--- src/hdl/ckcfg_pkg.sv ---
// Purpose: Constants and types of the clock configuration and control registers.
// Assumes: APB slave, 32-bit data, one clock pclk at 50 MHz.
// Notes on behaviour
// Bits 31:29 report power mode: run, to sleep, deep one, deep two, down.
// Bits 23:22 give USB clock: 00 multiplier clock, 01 half of it.
// Bits 15:11 give ref_clock as multiplier clock over (value+1) over two.
// Bit 8 picks PLL input: 0 fast crystal, 1 fast internal RC.
// Bits 2:0 pick clock output source; code 111 is reserved.
// With bit 17 set, system runs from fast internal RC right after wakeup.
// After such wakeup, switch back to chosen source once it is ready.
// With monitor on, a stuck fast crystal moves system clock to internal RC.
// Control bit 11 turns the fast internal RC oscillator off or on.
// Clearing bit 11 is ignored while fast internal RC clocks the system.
// Control bit 10 turns the fast crystal oscillator off or on.
// Clearing bit 10 is refused while crystal clocks system or feeds PLL.
// Clearing bit 9 is refused while the PLL clocks the system.
// Control bits 2:0 select system clock; unknown codes mean fast internal RC.
// Control bit 8 sets crystal drive gain low or high.
// Crystal failure disables the crystal, and the PLL if it clocked system from the crystal.
// Power mode field ignores writes; reserved bits read as zero.
package ckcfg_pkg;
   localparam logic [11:0] OFF_CFG       = 12'h000;
   localparam logic [11:0] OFF_CTL       = 12'h004;
   localparam logic [31:0] RST_CFG       = 32'h00000102;
   localparam logic [31:0] RST_CTL       = 32'h00000803;
   localparam logic [31:0] CFG_WMASK     = 32'h00C0F907;
   localparam logic [31:0] CTL_WMASK     = 32'h00030F07;
   localparam int          CFG_PMS_LSB   = 29;
   localparam int          CFG_USB_LSB   = 22;
   localparam int          CFG_REF_LSB   = 11;
   localparam int          CFG_PSRC_BIT  = 8;
   localparam int          CFG_CKO_LSB   = 0;
   localparam int          CTL_WAKE_BIT  = 17;
   localparam int          CTL_MON_BIT   = 16;
   localparam int          CTL_IRC_BIT   = 11;
   localparam int          CTL_XTAL_BIT  = 10;
   localparam int          CTL_PLL_BIT   = 9;
   localparam int          CTL_GAIN_BIT  = 8;
   localparam int          CTL_SW_LSB    = 0;
   localparam logic [2:0]  SW_IRC        = 3'h3;
   localparam logic [2:0]  PMS_RST       = 3'h0;
   localparam int          CLK_MHZ       = 50;
   localparam int          STUCK_TIME_NS = 1000;
   localparam int          STUCK_CYCLES  = (STUCK_TIME_NS * CLK_MHZ) / 1000;
   localparam int          SYNC_W        = 6;

   typedef enum logic [2:0] {
      SRC_PLL, SRC_XTAL, SRC_IRC, SRC_SXTAL, SRC_SIRC
   } ckcfg_src_t;

   typedef struct packed {
      logic        psel;
      logic        penable;
      logic        pwrite;
      logic [11:0] paddr;
      logic [31:0] pwdata;
   } ckcfg_apb_req_t;

   typedef struct packed {
      logic pll;
      logic xtal;
      logic irc;
      logic sxtal;
      logic sirc;
   } ckcfg_ready_t;
endpackage

--- src/hdl/ckcfg_regs.sv ---
// Purpose: Clock configuration and control registers with source switching.
// Assumes: APB on pclk; ready flags and crystal level come from pins.
// Notes: Zero-wait APB slave; unmapped addresses answer with pslverr.
`timescale 1ns/1ps
`default_nettype none
module ckcfg_regs #(
   parameter int STUCK_LIMIT = ckcfg_pkg::STUCK_CYCLES
) (
   input  wire logic                     pclk,
   input  wire logic                     presetn,
   input  wire ckcfg_pkg::ckcfg_apb_req_t apb,
   output logic [31:0]                   prdata,
   output logic                          pready,
   output logic                          pslverr,
   input  wire logic [2:0]               power_mode_in,
   input  wire logic                     wakeup_event,
   input  wire ckcfg_pkg::ckcfg_ready_t  ready_pins,
   input  wire logic                     fast_crystal_level,
   output ckcfg_pkg::ckcfg_src_t         sys_source,
   output logic                          pll_input_select,
   output logic [1:0]                    usb_divisor,
   output logic [6:0]                    ref_divisor,
   output logic [2:0]                    clock_out_select,
   output logic                          fast_internal_osc_on,
   output logic                          fast_crystal_osc_on,
   output logic                          multiplier_loop_on,
   output logic                          crystal_drive_gain,
   output logic                          crystal_fail
);
   import ckcfg_pkg::*;

   initial begin
      if (STUCK_LIMIT < 2) $error("ckcfg_regs: STUCK_LIMIT too small.");
   end

   ////////////////////////////////////////////////////////////////////////
   // Helpers.

   function automatic ckcfg_src_t src_of(input logic [2:0] code);
      ckcfg_src_t s;
      s = SRC_IRC;
      unique casez (code)
         3'b00?:  s = SRC_PLL;
         3'b010:  s = SRC_XTAL;
         3'b011:  s = SRC_IRC;
         3'b110:  s = SRC_SXTAL;
         3'b111:  s = SRC_SIRC;
         default: s = SRC_IRC;
      endcase
      return s;
   endfunction

   function automatic logic rdy_of(input ckcfg_src_t s,
                                   input ckcfg_ready_t r);
      logic v;
      v = 1'b0;
      unique case (s)
         SRC_PLL:   v = r.pll;
         SRC_XTAL:  v = r.xtal;
         SRC_IRC:   v = r.irc;
         SRC_SXTAL: v = r.sxtal;
         SRC_SIRC:  v = r.sirc;
      endcase
      return v;
   endfunction

   function automatic logic [6:0] ref_div_of(input logic [4:0] f);
      return {6'({1'b0, f} + 6'h01), 1'b0};
   endfunction

   function automatic logic [1:0] usb_div_of(input logic [1:0] f);
      return (f == 2'h1) ? 2'h2 : 2'h1;
   endfunction

   ////////////////////////////////////////////////////////////////////////
   // Pin synchronisation and crystal monitor.

   logic [SYNC_W-1:0] sync_level;
   ckcfg_ready_t      rdy;
   logic              xtal_level;
   logic              stuck;

   ckcfg_sync #(
      .WIDTH (SYNC_W)
   ) u_sync (
      .pclk    (pclk),
      .presetn (presetn),
      .pin     ({ready_pins, fast_crystal_level}),
      .level   (sync_level)
   );

   assign rdy        = sync_level[SYNC_W-1:1];
   assign xtal_level = sync_level[0];

   logic [31:0] cfg_reg;
   logic [31:0] ctl_reg;
   logic [2:0]  pms;
   logic        mon_en;
   logic        wake_en;
   logic [2:0]  sw_code;
   logic        psrc;

   assign mon_en  = ctl_reg[CTL_MON_BIT];
   assign wake_en = ctl_reg[CTL_WAKE_BIT];
   assign sw_code = ctl_reg[CTL_SW_LSB +: 3];
   assign psrc    = cfg_reg[CFG_PSRC_BIT];

   ckcfg_stuck #(
      .LIMIT (STUCK_LIMIT)
   ) u_stuck (
      .pclk    (pclk),
      .presetn (presetn),
      .enable  (mon_en),
      .level   (xtal_level),
      .stuck   (stuck)
   );

   ////////////////////////////////////////////////////////////////////////
   // APB decode.

   logic setup;
   logic wr;
   logic hit_cfg;
   logic hit_ctl;
   logic fail;
   logic xtal_sys;
   logic pll_on_xtal;

   assign setup   = apb.psel && !apb.penable;
   assign wr      = apb.psel && apb.penable && pready && apb.pwrite;
   assign hit_cfg = apb.paddr == OFF_CFG;
   assign hit_ctl = apb.paddr == OFF_CTL;

   // Hardware events that act on the control register.
   assign fail        = mon_en && stuck;
   assign pll_on_xtal = sys_source == SRC_PLL && !psrc;
   assign xtal_sys    = sys_source == SRC_XTAL || pll_on_xtal;

   always_ff @(posedge pclk or negedge presetn) begin
      if (!presetn) begin
         pready  <= 1'b0;
         pslverr <= 1'b0;
         prdata  <= 32'h00000000;
      end else begin
         pready  <= setup;
         pslverr <= setup && !(hit_cfg || hit_ctl);
         prdata  <= 32'h00000000;
         if (setup && !apb.pwrite && hit_cfg) begin
            prdata <= cfg_reg;
         end else if (setup && !apb.pwrite && hit_ctl) begin
            prdata <= ctl_reg;
         end
      end
   end

   ////////////////////////////////////////////////////////////////////////
   // Configuration register.

   logic [31:0] next_cfg;

   always_comb begin
      next_cfg = cfg_reg;
      if (wr && hit_cfg) begin
         next_cfg = apb.pwdata & CFG_WMASK;
      end
      next_cfg[CFG_PMS_LSB +: 3] = pms;
   end

   always_ff @(posedge pclk or negedge presetn) begin
      if (!presetn) begin
         pms <= PMS_RST;
      end else begin
         pms <= power_mode_in;
      end
   end

   always_ff @(posedge pclk or negedge presetn) begin
      if (!presetn) begin
         cfg_reg <= RST_CFG;
      end else begin
         cfg_reg <= next_cfg;
      end
   end

   ////////////////////////////////////////////////////////////////////////
   // Control register with refused clears and failure handling.

   logic [31:0] next_ctl;

   always_comb begin
      next_ctl = ctl_reg;
      if (wr && hit_ctl) begin
         next_ctl = apb.pwdata & CTL_WMASK;
         if (sys_source == SRC_IRC) begin
            next_ctl[CTL_IRC_BIT] = 1'b1;
         end
         if (ctl_reg[CTL_XTAL_BIT] &&
             (sys_source == SRC_XTAL ||
              (!psrc && ctl_reg[CTL_PLL_BIT]))) begin
            next_ctl[CTL_XTAL_BIT] = 1'b1;
         end
         if (ctl_reg[CTL_PLL_BIT] && sys_source == SRC_PLL) begin
            next_ctl[CTL_PLL_BIT] = 1'b1;
         end
      end
      if (fail) begin
         next_ctl[CTL_XTAL_BIT] = 1'b0;
         if (pll_on_xtal) begin
            next_ctl[CTL_PLL_BIT] = 1'b0;
         end
         if (xtal_sys) begin
            next_ctl[CTL_SW_LSB +: 3] = SW_IRC;
         end
      end
   end

   always_ff @(posedge pclk or negedge presetn) begin
      if (!presetn) begin
         ctl_reg <= RST_CTL;
      end else begin
         ctl_reg <= next_ctl;
      end
   end

   ////////////////////////////////////////////////////////////////////////
   // System clock source tracking.

   ckcfg_src_t sel_src;
   logic       sel_rdy;
   logic       wake_hold;

   assign sel_src = src_of(sw_code);
   assign sel_rdy = rdy_of(sel_src, rdy);

   always_ff @(posedge pclk or negedge presetn) begin
      if (!presetn) begin
         sys_source <= SRC_IRC;
         wake_hold  <= 1'b0;
      end else if (fail && xtal_sys) begin
         sys_source <= SRC_IRC;
         wake_hold  <= 1'b0;
      end else if (wakeup_event && wake_en) begin
         sys_source <= SRC_IRC;
         wake_hold  <= 1'b1;
      end else if (sel_src != sys_source && sel_rdy) begin
         sys_source <= sel_src;
         wake_hold  <= 1'b0;
      end else if (sel_rdy) begin
         wake_hold  <= 1'b0;
      end
   end

   always_ff @(posedge pclk or negedge presetn) begin
      if (!presetn) begin
         crystal_fail <= 1'b0;
      end else begin
         crystal_fail <= fail;
      end
   end

   ////////////////////////////////////////////////////////////////////////
   // Divider settings for the downstream clock generators.

   always_ff @(posedge pclk or negedge presetn) begin
      if (!presetn) begin
         ref_divisor <= ref_div_of(RST_CFG[CFG_REF_LSB +: 5]);
         usb_divisor <= usb_div_of(RST_CFG[CFG_USB_LSB +: 2]);
      end else begin
         ref_divisor <= ref_div_of(cfg_reg[CFG_REF_LSB +: 5]);
         usb_divisor <= usb_div_of(cfg_reg[CFG_USB_LSB +: 2]);
      end
   end

   assign pll_input_select     = psrc;
   assign clock_out_select     = cfg_reg[CFG_CKO_LSB +: 3];
   assign fast_internal_osc_on = ctl_reg[CTL_IRC_BIT];
   assign fast_crystal_osc_on  = ctl_reg[CTL_XTAL_BIT];
   assign multiplier_loop_on   = ctl_reg[CTL_PLL_BIT];
   assign crystal_drive_gain   = ctl_reg[CTL_GAIN_BIT];
endmodule // ckcfg_regs
`default_nettype wire

--- src/hdl/ckcfg_stuck.sv ---
// Purpose: Detects a fast crystal clock stuck at low or high.
// Assumes: Input is already synchronised to pclk.
// Notes: One pulse per stuck episode while enabled.
`timescale 1ns/1ps
`default_nettype none
module ckcfg_stuck #(
   parameter int LIMIT = 50
) (
   input  wire logic pclk,
   input  wire logic presetn,
   input  wire logic enable,
   input  wire logic level,
   output logic      stuck
);
   logic [15:0] count;
   logic        prev;
   logic        fired;
   initial begin
      if (LIMIT < 2 || LIMIT > 65535) $error("ckcfg_stuck: LIMIT out of range.");
   end
   always_ff @(posedge pclk or negedge presetn) begin
      if (!presetn) begin
         prev  <= 1'b0;
         count <= 16'h0000;
         fired <= 1'b0;
         stuck <= 1'b0;
      end else begin
         prev  <= level;
         stuck <= 1'b0;
         if (!enable || level != prev) begin
            count <= 16'h0000;
            fired <= 1'b0;
         end else if (count == 16'(LIMIT - 1)) begin
            stuck <= !fired;
            fired <= 1'b1;
         end else begin
            count <= count + 16'h0001;
         end
      end
   end
endmodule // ckcfg_stuck
`default_nettype wire

--- src/hdl/ckcfg_sync.sv ---
// Purpose: Two-flop synchroniser for pins from outside the pclk domain.
// Assumes: Each bit is an independent level.
// Notes: Only the second stage may be read.
`timescale 1ns/1ps
`default_nettype none
module ckcfg_sync #(
   parameter int WIDTH = 1
) (
   input  wire logic             pclk,
   input  wire logic             presetn,
   input  wire logic [WIDTH-1:0] pin,
   output logic      [WIDTH-1:0] level
);
   logic [WIDTH-1:0] stage1;
   initial begin
      if (WIDTH < 1) $error("ckcfg_sync: WIDTH must be at least one.");
   end
   always_ff @(posedge pclk or negedge presetn) begin
      if (!presetn) begin
         stage1 <= '0;
         level  <= '0;
      end else begin
         stage1 <= pin;
         level  <= stage1;
      end
   end
endmodule // ckcfg_sync
`default_nettype wire

--- config.mk ---
export PLATFORM = sky130hd
export DESIGN_NAME = ckcfg_regs
export DESIGN_NICKNAME = d
export VERILOG_FILES = /design/src/hdl/ckcfg_pkg.sv /design/src/hdl/ckcfg_regs.sv /design/src/hdl/ckcfg_stuck.sv /design/src/hdl/ckcfg_sync.sv
export SDC_FILE = /design/constraint.sdc
export NUM_CORES = 1
export LEC_CHECK = 0
export BUFFER_PORTS_ARGS = -buffer_cell sky130_fd_sc_hd__buf_4
export CAP_MARGIN = 20
export CORE_ASPECT_RATIO = 0.6
export CORE_MARGIN = 2
export CORE_UTILIZATION = 40
export DETAILED_ROUTE_END_ITERATION = 8
export SYNTH_ARGS = -nofsm -noshare
export SYNTH_HDL_FRONTEND = slang
export SYNTH_SLANG_ARGS = --single-unit
--- constraint.sdc ---
create_clock -name pclk -period 4.9 [get_ports pclk]
set_input_delay 0.98 -clock pclk [delete_from_list [all_inputs] [get_ports pclk]]
set_output_delay 0.98 -clock pclk [all_outputs]
set_load 0.01 [all_outputs]
==> impl_metrics.yaml, run 1 <==
placed_design:
  dpl.hpwl_um: 4900
  place_congestion: 0.792
  dp_cells: 493
  port_buffers: 81
sta:
  hold_viol: 0
  grt_setup_unrepaired: "false"
  final_max_slew_viol_count: 0
  worst_pin_slew_ns: 0.696
  fmax_ghz: 0.377
  skew_ns: 0.00634
  setup-tns-final_ns: 0
  setup-violations-final: 0
  post-route-period-util_pct: 54.2
  finalCriticalPeriod_ns: 2.66
  slew_headroom_pct: 53.6
floorplanning:
  die_height_um: 78.5
  die_w_um: 128
  coreArea_um2: 9090
  rows: 27
  die-area_um2: 10100
  initial_core_util_pct: 40.7
  io_pins: 114
routing:
  firstDrtPassIters: 4
  drc_errors: 0
  ant_nets: 0
  vias: 2394
  wl_um: 6850
  detail_route.iter0.violations: 118
  vias_per_cell: 4.70
  post_drt_wl_per_cell_um: 13.5
worst_setup_path:
  critical_path.reg2reg.endpoint: "cfg_reg[2]$_DFFE_PN0P_"
  path_cells: "buf_4 > or4_4 > nor3_2 > and3b_1 > mux2_2"
  critPathSlowestCell: "and3b_1"
  critPathMaxFanout: 13
  startpoint: "apb[37]"
  path_buf_inv: 1
  critPathTopFamily: "simple AND/OR/NAND/NOR gates"
  arrival_ns: 2.88
  crit_type: "in2reg"
  cp-start-kind: "input pin"
  critPathCapture: "cfg_reg[2]$_DFFE_PN0P_"
  reg2reg_depth: 4
  required_ns: 5.13
  cpPeakStageDelay_ns: 0.64
  r2r_start: "pready$_DFF_PN0_"
  cp_num_cells: 5
  end_kind: "flop"
  ff2ff_setup_slack_ns: 3.14
global_routing:
  grt_max_degree: 53
  gr-usage-met1_pct: 20.9
  gr-total-overflow: 0
  grt-busiest-layer: "met1"
  grt_util_met2_pct: 20.6
  grt_pass1_vias: 2307
  grt_use_total_pct: 15.0
  grt_pass1_wl_um: 11400
  use_met3_pct: 7.09
  antenna_found_initial: 0
logic_synthesis:
  synthArstFlopShare_pct: 100
  ys_seq_area_share_pct: 60.5
  synthCells: 307
  syn_area_um2: 3700
  ys_ff_latch: 89
  synthFlopType: "dfrtp_1"
  syn_area_per_cell_um2: 12.0
  synth.distinct_cells: 49
  yosysWarnings: 0
  synth_edf_count: 0
cts:
  htreeDepth: 3
  cts.clk_slew.worst_paths_ns: 0.06
  post_cts_buffers: 0
  numCtsBuffers: 9
  clk_latency_ns: 0.34
  root_buffer: "clkbuf_16"
  cts_tree: "done"
  cts.sinks: 89
  post_cts_resized: 0
  ctsLongestPathBuffers: 2
  postCtsHoldBufs: 0
cells_and_area:
  finish.utilization_pct: 50.7
  multi_input_area_um2: 1270
  drive_above_1_share_pct: 32.6
  antennaDiodeCount: 0
  nNetsFinal: 450
  fin_cells: 509
  fillers: 815
  area_delta_synth_final_pct: 24.6
  regArea_um2: 2240
  largest_reg_flops: 18
power_and_ir_drop:
  leakage_nw: 2.25
  p_per_area_nw_per_um2: 323
  vdd_drop_max_mv: 0.169
job:
  max-cap-violations: 0
hold_path:
  min_path_type: "reg2reg"
outcome:
  status: "finished, final reports clean"
## per-layer routing
metal | wire length, um | up-vias
met5 | 0 | -
met4 | 102 | 0
met2 | 2890 | 70
li1 | - | 1167
met1 | 3350 | 1146
met3 | 512 | 11
## worst reg2reg max path: stages, from the launching register on
cell and delay, ns:
dfrtp_1 0.36, nand4_1 0.11, nor3_2 0.14, and3b_1 0.64, mux2_2 0.41
## cell usage after synthesis (all sizes together) (3+ instances only)
| master | count | area share (%) |
|---|---|---|
| nor4 | 3 | 0.51 |
| dfstp | 8 | 5.7 |
| dfrtp | 81 | 55 |
| nand3 | 10 | 1.4 |
| nor3 | 9 | 1.4 |
| xnor2 | 11 | 2.6 |
| a21oi | 12 | 1.7 |
| nor2 | 32 | 3.3 |
| nand2 | 18 | 1.9 |
| nand2b | 3 | 0.51 |
| ha | 3 | 1.0 |
| nand4 | 5 | 0.85 |
| mux2i | 5 | 1.4 |
| clkbuf | 4 | 0.41 |
| and2 | 14 | 2.4 |
| buf | 22 | 5.1 |
| xor2 | 8 | 1.9 |
| and3 | 3 | 0.51 |
| mux2 | 12 | 4.3 |
| a22o | 5 | 1.2 |
| o21ai | 5 | 0.68 |
| inv | 11 | 1.1 |
## cell type report
| cell class | count | share of cell area, % |
|---|---|---|
| clock inverter | 7 | 1.66 |
| timing repair buffer | 82 | 13.4 |
| inverter | 11 | 0.896 |
| multi-input combinational | 195 | 27.5 |
| clock buffer | 9 | 4.89 |
| tap | 116 | 3.15 |
| sequential | 89 | 48.6 |
## through the flow
stage | instance area [um^2] | hold slack, ns | setup WS [ns] | power, mW
5_1_grt | 4610 | 0.356 | 2.14 | 1.55
3_5_place_dp | 4310 | 0.336 | 1.87 | 0.816
4_1_cts | 4610 | 0.350 | 2.24 | 1.51
2_1_floorplan | 3750 | 0.331 | 2.38 | 0.780
6_report | 4610 | 0.348 | 2.24 | 1.49
3_3_place_gp | 4310 | 0.333 | 1.89 | 0.815
## worst min-delay path by stage
stage                               start                        end  slack, ns  depth (start not counted)
2_1_floorplan            pms[0]$_DFF_PN0_      cfg_reg[29]$_DFF_PN0_       0.33                          0
3_3_place_gp   u_sync.stage1[2]$_DFF_PN0_  u_sync.level[2]$_DFF_PN0_       0.33                          0
3_5_place_dp             pms[2]$_DFF_PN0_      cfg_reg[31]$_DFF_PN0_       0.34                          0
4_1_cts                  pms[2]$_DFF_PN0_      cfg_reg[31]$_DFF_PN0_       0.35                          0
5_1_grt        u_sync.stage1[1]$_DFF_PN0_  u_sync.level[1]$_DFF_PN0_       0.36                          0
6_report                 pms[2]$_DFF_PN0_      cfg_reg[31]$_DFF_PN0_       0.35                          0
## where the power goes
group | total (mW) | switching [mW] | internal (mW)
Clock | 0.689 | 0.289 | 0.400
Combinational | 0.0544 | 0.0288 | 0.0255
Sequential | 0.746 | 0.00245 | 0.744
Total | 1.49 | 0.320 | 1.17
## cells in the final DEF (no fill, tap or decap), types with 2 or more instances in the layout
cell type | synthesis | routed
mux2_4 | 6 | 6
dfstp_2 | 8 | 8
or4_4 | 2 | 2
xor2_1 | 8 | 8
buf_4 | 18 | 82
inv_6 | 0 | 2
inv_1 | 11 | 11
and3_1 | 3 | 3
mux2_2 | 6 | 6
and2_1 | 14 | 14
or3_1 | 2 | 2
nor3_1 | 8 | 8
nor4_1 | 3 | 3
nor2_1 | 31 | 31
nand2_1 | 17 | 17
clkinv_2 | 0 | 2
mux2i_1 | 5 | 5
nand4_1 | 5 | 5
nand2b_1 | 3 | 3
ha_1 | 3 | 3
a21oi_1 | 11 | 11
xnor2_1 | 11 | 11
dfrtp_1 | 81 | 81
a22o_1 | 5 | 5
o21ai_0 | 5 | 5
conb_1 | 1 | 15
clkbuf_16 | 0 | 9
nand3_1 | 10 | 10
and3b_1 | 2 | 2
## kinds of logic after synthesis
group,share of synthesized area (%)
flip-flops,60.5
buffers and inverters,6.63
AND/OR/NAND/NOR,15.8
adder cells (fa/ha/maj),1.02
AO/OA/AOI/OAI,5.82
multiplexers,5.62
XOR/XNOR,4.50
other,0.101
(Power assumes the default switching activity.)
==> inputs of run 2 (changes only) <==
--- a/config.mk
+++ b/config.mk
@@ -5,6 +5,7 @@
 export SDC_FILE = /design/constraint.sdc
 export NUM_CORES = 1
 export LEC_CHECK = 0
+export ABC_AREA = 1
 export BUFFER_PORTS_ARGS = -buffer_cell sky130_fd_sc_hd__buf_4
 export CAP_MARGIN = 20
 export CORE_ASPECT_RATIO = 0.6
==> constraint.sdc (replaced) <==
create_clock -name pclk -period 2.8 [get_ports pclk]
set_input_delay 0.56 -clock pclk [delete_from_list [all_inputs] [get_ports pclk]]
set_output_delay 0.56 -clock pclk [all_outputs]
set_load 0.01 [all_outputs]
==> run 2 against run 1 <==
Die area increased by 2.7%. Sequential power up 77%. Setup slack lost 1.1 ns. Power up 90%. Critical path depth up 2. Sequential share of layout area is 2.1 points lower.
==> impl_metrics.yaml, run 2 <==
outcome:
  status: "finished, final reports clean"
sta:
  grt_setup_unrepaired: "false"
  slew_headroom_pct: 60.3
  skew_ns: 0.00611
  hold-worst-slack_ns: 0.234
  setup-tns-final_ns: 0
  post-route-period-util_pct: 58.6
  hold_viol: 0
  finalCriticalPeriod_ns: 1.64
  fmax_ghz: 0.610
  worst_pin_slew_ns: 0.595
  final_max_slew_viol_count: 0
  setup-violations-final: 0
cells_and_area:
  area_delta_synth_final_pct: 26.7
  nNetsFinal: 549
  largest_reg_flops: 18
  finish.utilization_pct: 52.4
  drive_above_1_share_pct: 25.4
  final_cell_mix: "81 x dfrtp_1, 81 x buf_4, 69 x inv_1, 56 x nand2_1, 50 x nor2_1"
  antennaDiodeCount: 0
routing:
  firstDrtPassIters: 5
  detail_route.iter0.violations: 216
  ant_nets: 0
  vias_per_cell: 4.58
  vias: 2851
  wl_um: 7950
  post_drt_wl_per_cell_um: 12.8
  drc_errors: 0
worst_setup_path:
  required_ns: 3.00
  r2r_start: "u_stuck.count[0]$_DFFE_PN0P_"
  arrival_ns: 1.84
  critPathSlowestCell: "nand3_2"
  end_kind: "flop"
  critPathMaxFanout: 22
  crit_type: "in2reg"
  cp_common_cell: "nor2_1"
  critical_path.reg2reg.endpoint: "u_stuck.count[14]$_DFFE_PN0P_"
  reg2reg_depth: 9
  cp-start-kind: "input pin"
  critPathCapture: "cfg_reg[13]$_DFFE_PN0P_"
  startpoint: "apb[33]"
  ff2ff_setup_slack_ns: 1.25
  path_cells: "buf_4 > nor2_1 > nand2_1 > nor2_1 > nand3_2 > nor2_1 > a21oi_1"
  cpPeakStageDelay_ns: 0.43
floorplanning:
  rows: 27
  die-area_um2: 10300
  die_height_um: 79.5
  coreArea_um2: 9190
  io_pins: 114
  initial_core_util_pct: 41.4
  die_w_um: 130
global_routing:
  antenna_found_initial: 0
  grt_pass1_vias: 2644
  grt_use_total_pct: 16.8
  grt_pass1_wl_um: 13200
  grt_max_degree: 49
  gr-total-overflow: 0
power_and_ir_drop:
  clkPwrFrac_pct: 48.4
  leakage_nw: 2.55
  internal_power_mw: 2.26
  p_per_area_nw_per_um2: 588
  p_seq_share_pct: 46.7
  sw_frac_of_total_pct: 20.1
  vdd_drop_max_mv: 0.339
  p_switching_mw: 0.570
  comb_power_share_pct: 5.0
placed_design:
  dpl.hpwl_um: 5870
  place_congestion: 0.860
  port_buffers: 81
cts:
  clk_latency_ns: 0.34
  postCtsHoldBufs: 0
  cts.clk_slew.worst_paths_ns: 0.06
  post_cts_resized: 0
  htreeDepth: 3
  numCtsBuffers: 9
  cts_tree: "done"
  ctsLongestPathBuffers: 2
  cts.sinks: 89
  root_buffer: "clkbuf_16"
  post_cts_buffers: 0
logic_synthesis:
  ys_ff_latch: 89
  synth_top_cell_by_area: "dfrtp_1"
  synth_edf_count: 0
  ys_seq_area_share_pct: 58.9
  synthArstFlopShare_pct: 100
  synthFlopType: "dfrtp_1"
  synthCells: 403
  synthTopCellsByArea: "dfrtp_1 53%, inv_1 6.8%, dfstp_2 5.5%, nand2_1 5.5%, nor2_1 4.9%"
  syn_area_per_cell_um2: 9.43
  synth.distinct_cells: 35
  yosysWarnings: 0
  yosys-top-cells-count: "81 x dfrtp_1, 69 x inv_1, 56 x nand2_1"
  syn_area_um2: 3800
  yosysTopAreaCellShare_pct: 53.3
  synth_most_common_cell: "dfrtp_1"
hold_path:
  min_path_type: "in2async"
job:
  max-cap-violations: 0
-- run 2: cell types whose count changed in the layout (fill, tap and decap cells not counted), moves of 7 or more --
cell / before / now
inv_1: 11 / 69
nand2_1: 17 / 56
nor2_1: 31 / 50
nand3_1: 10 / 17
xnor2_1: 11 / 1
nand3_2: 0 / 7
a21oi_1: 11 / 20
and2_1: 14 / 0
-- run 2: critical path: cells and delay by family --
kind / cells / cell delay [ns]
compound gates: 1 / 0.06
buf+inv: 1 / 0.11
simple gates: 5 / 1.12
-- run 2: logic make-up after synthesis --
family          synth area share (%)
compound gates                  7.47
xor+xnor                        1.15
fa+ha+maj                      0.988
buf+inv                         11.6
flops                           58.9
other cells                   0.0987
simple gates                    19.8
-- run 2: power by group through the flow --
stage               sequential [mW]  combinational, mW  clock [mW]
floorplan                      1.34             0.0711           0
global placement               1.34              0.139           0
detailed placement             1.34              0.143           0
CTS                            1.32              0.143        1.41
global route                   1.32              0.163        1.46
finish                         1.32              0.140        1.37
-- run 2: per-layer routing --
layer  global-route usage (%)  up-vias  wire, um
met4                     5.48        0       107
met5                        0        -         0
met2                     23.7      100      3230
met1                     24.5     1340      4020
li1                         -     1401         -
met3                     5.23       10       585
-- run 2: worst min path at each step --
stage	start	end	slack [ns]	cells past startpoint
global placement	pms[2]$_DFF_PN0_	cfg_reg[31]$_DFF_PN0_	0.33	0
floorplan	presetn	cfg_reg[0]$_DFFE_PN0P_	0.26	0
global route	presetn	u_sync.level[1]$_DFF_PN0_	0.28	1
finish	presetn	prdata[2]$_DFF_PN0_	0.23	1
CTS	presetn	prdata[0]$_DFF_PN0_	0.24	1
detailed placement	u_sync.stage1[5]$_DFF_PN0_	u_sync.level[5]$_DFF_PN0_	0.33	0
-- run 2: per-stage QoR --
step | power (mW) | cells | setup WS (ns) | cell area (um^2)
3_3_place_gp | 1.48 | 606 | 0.867 | 4470
6_report | 2.83 | 622 | 1.16 | 4810
4_1_cts | 2.88 | 622 | 1.16 | 4810
3_5_place_dp | 1.49 | 606 | 0.793 | 4470
2_1_floorplan | 1.41 | 417 | 1.33 | 3850
5_1_grt | 2.95 | 622 | 0.968 | 4810
-- run 2: area by class of cell --
type,instances,area [um^2]
clock buffers,11,243
clock inverters,5,103
fillers,866,4370
inverters,71,267
multi-input cells,234,1170
flip-flops and latches,89,2240
well taps,130,163
repair buffers,82,628
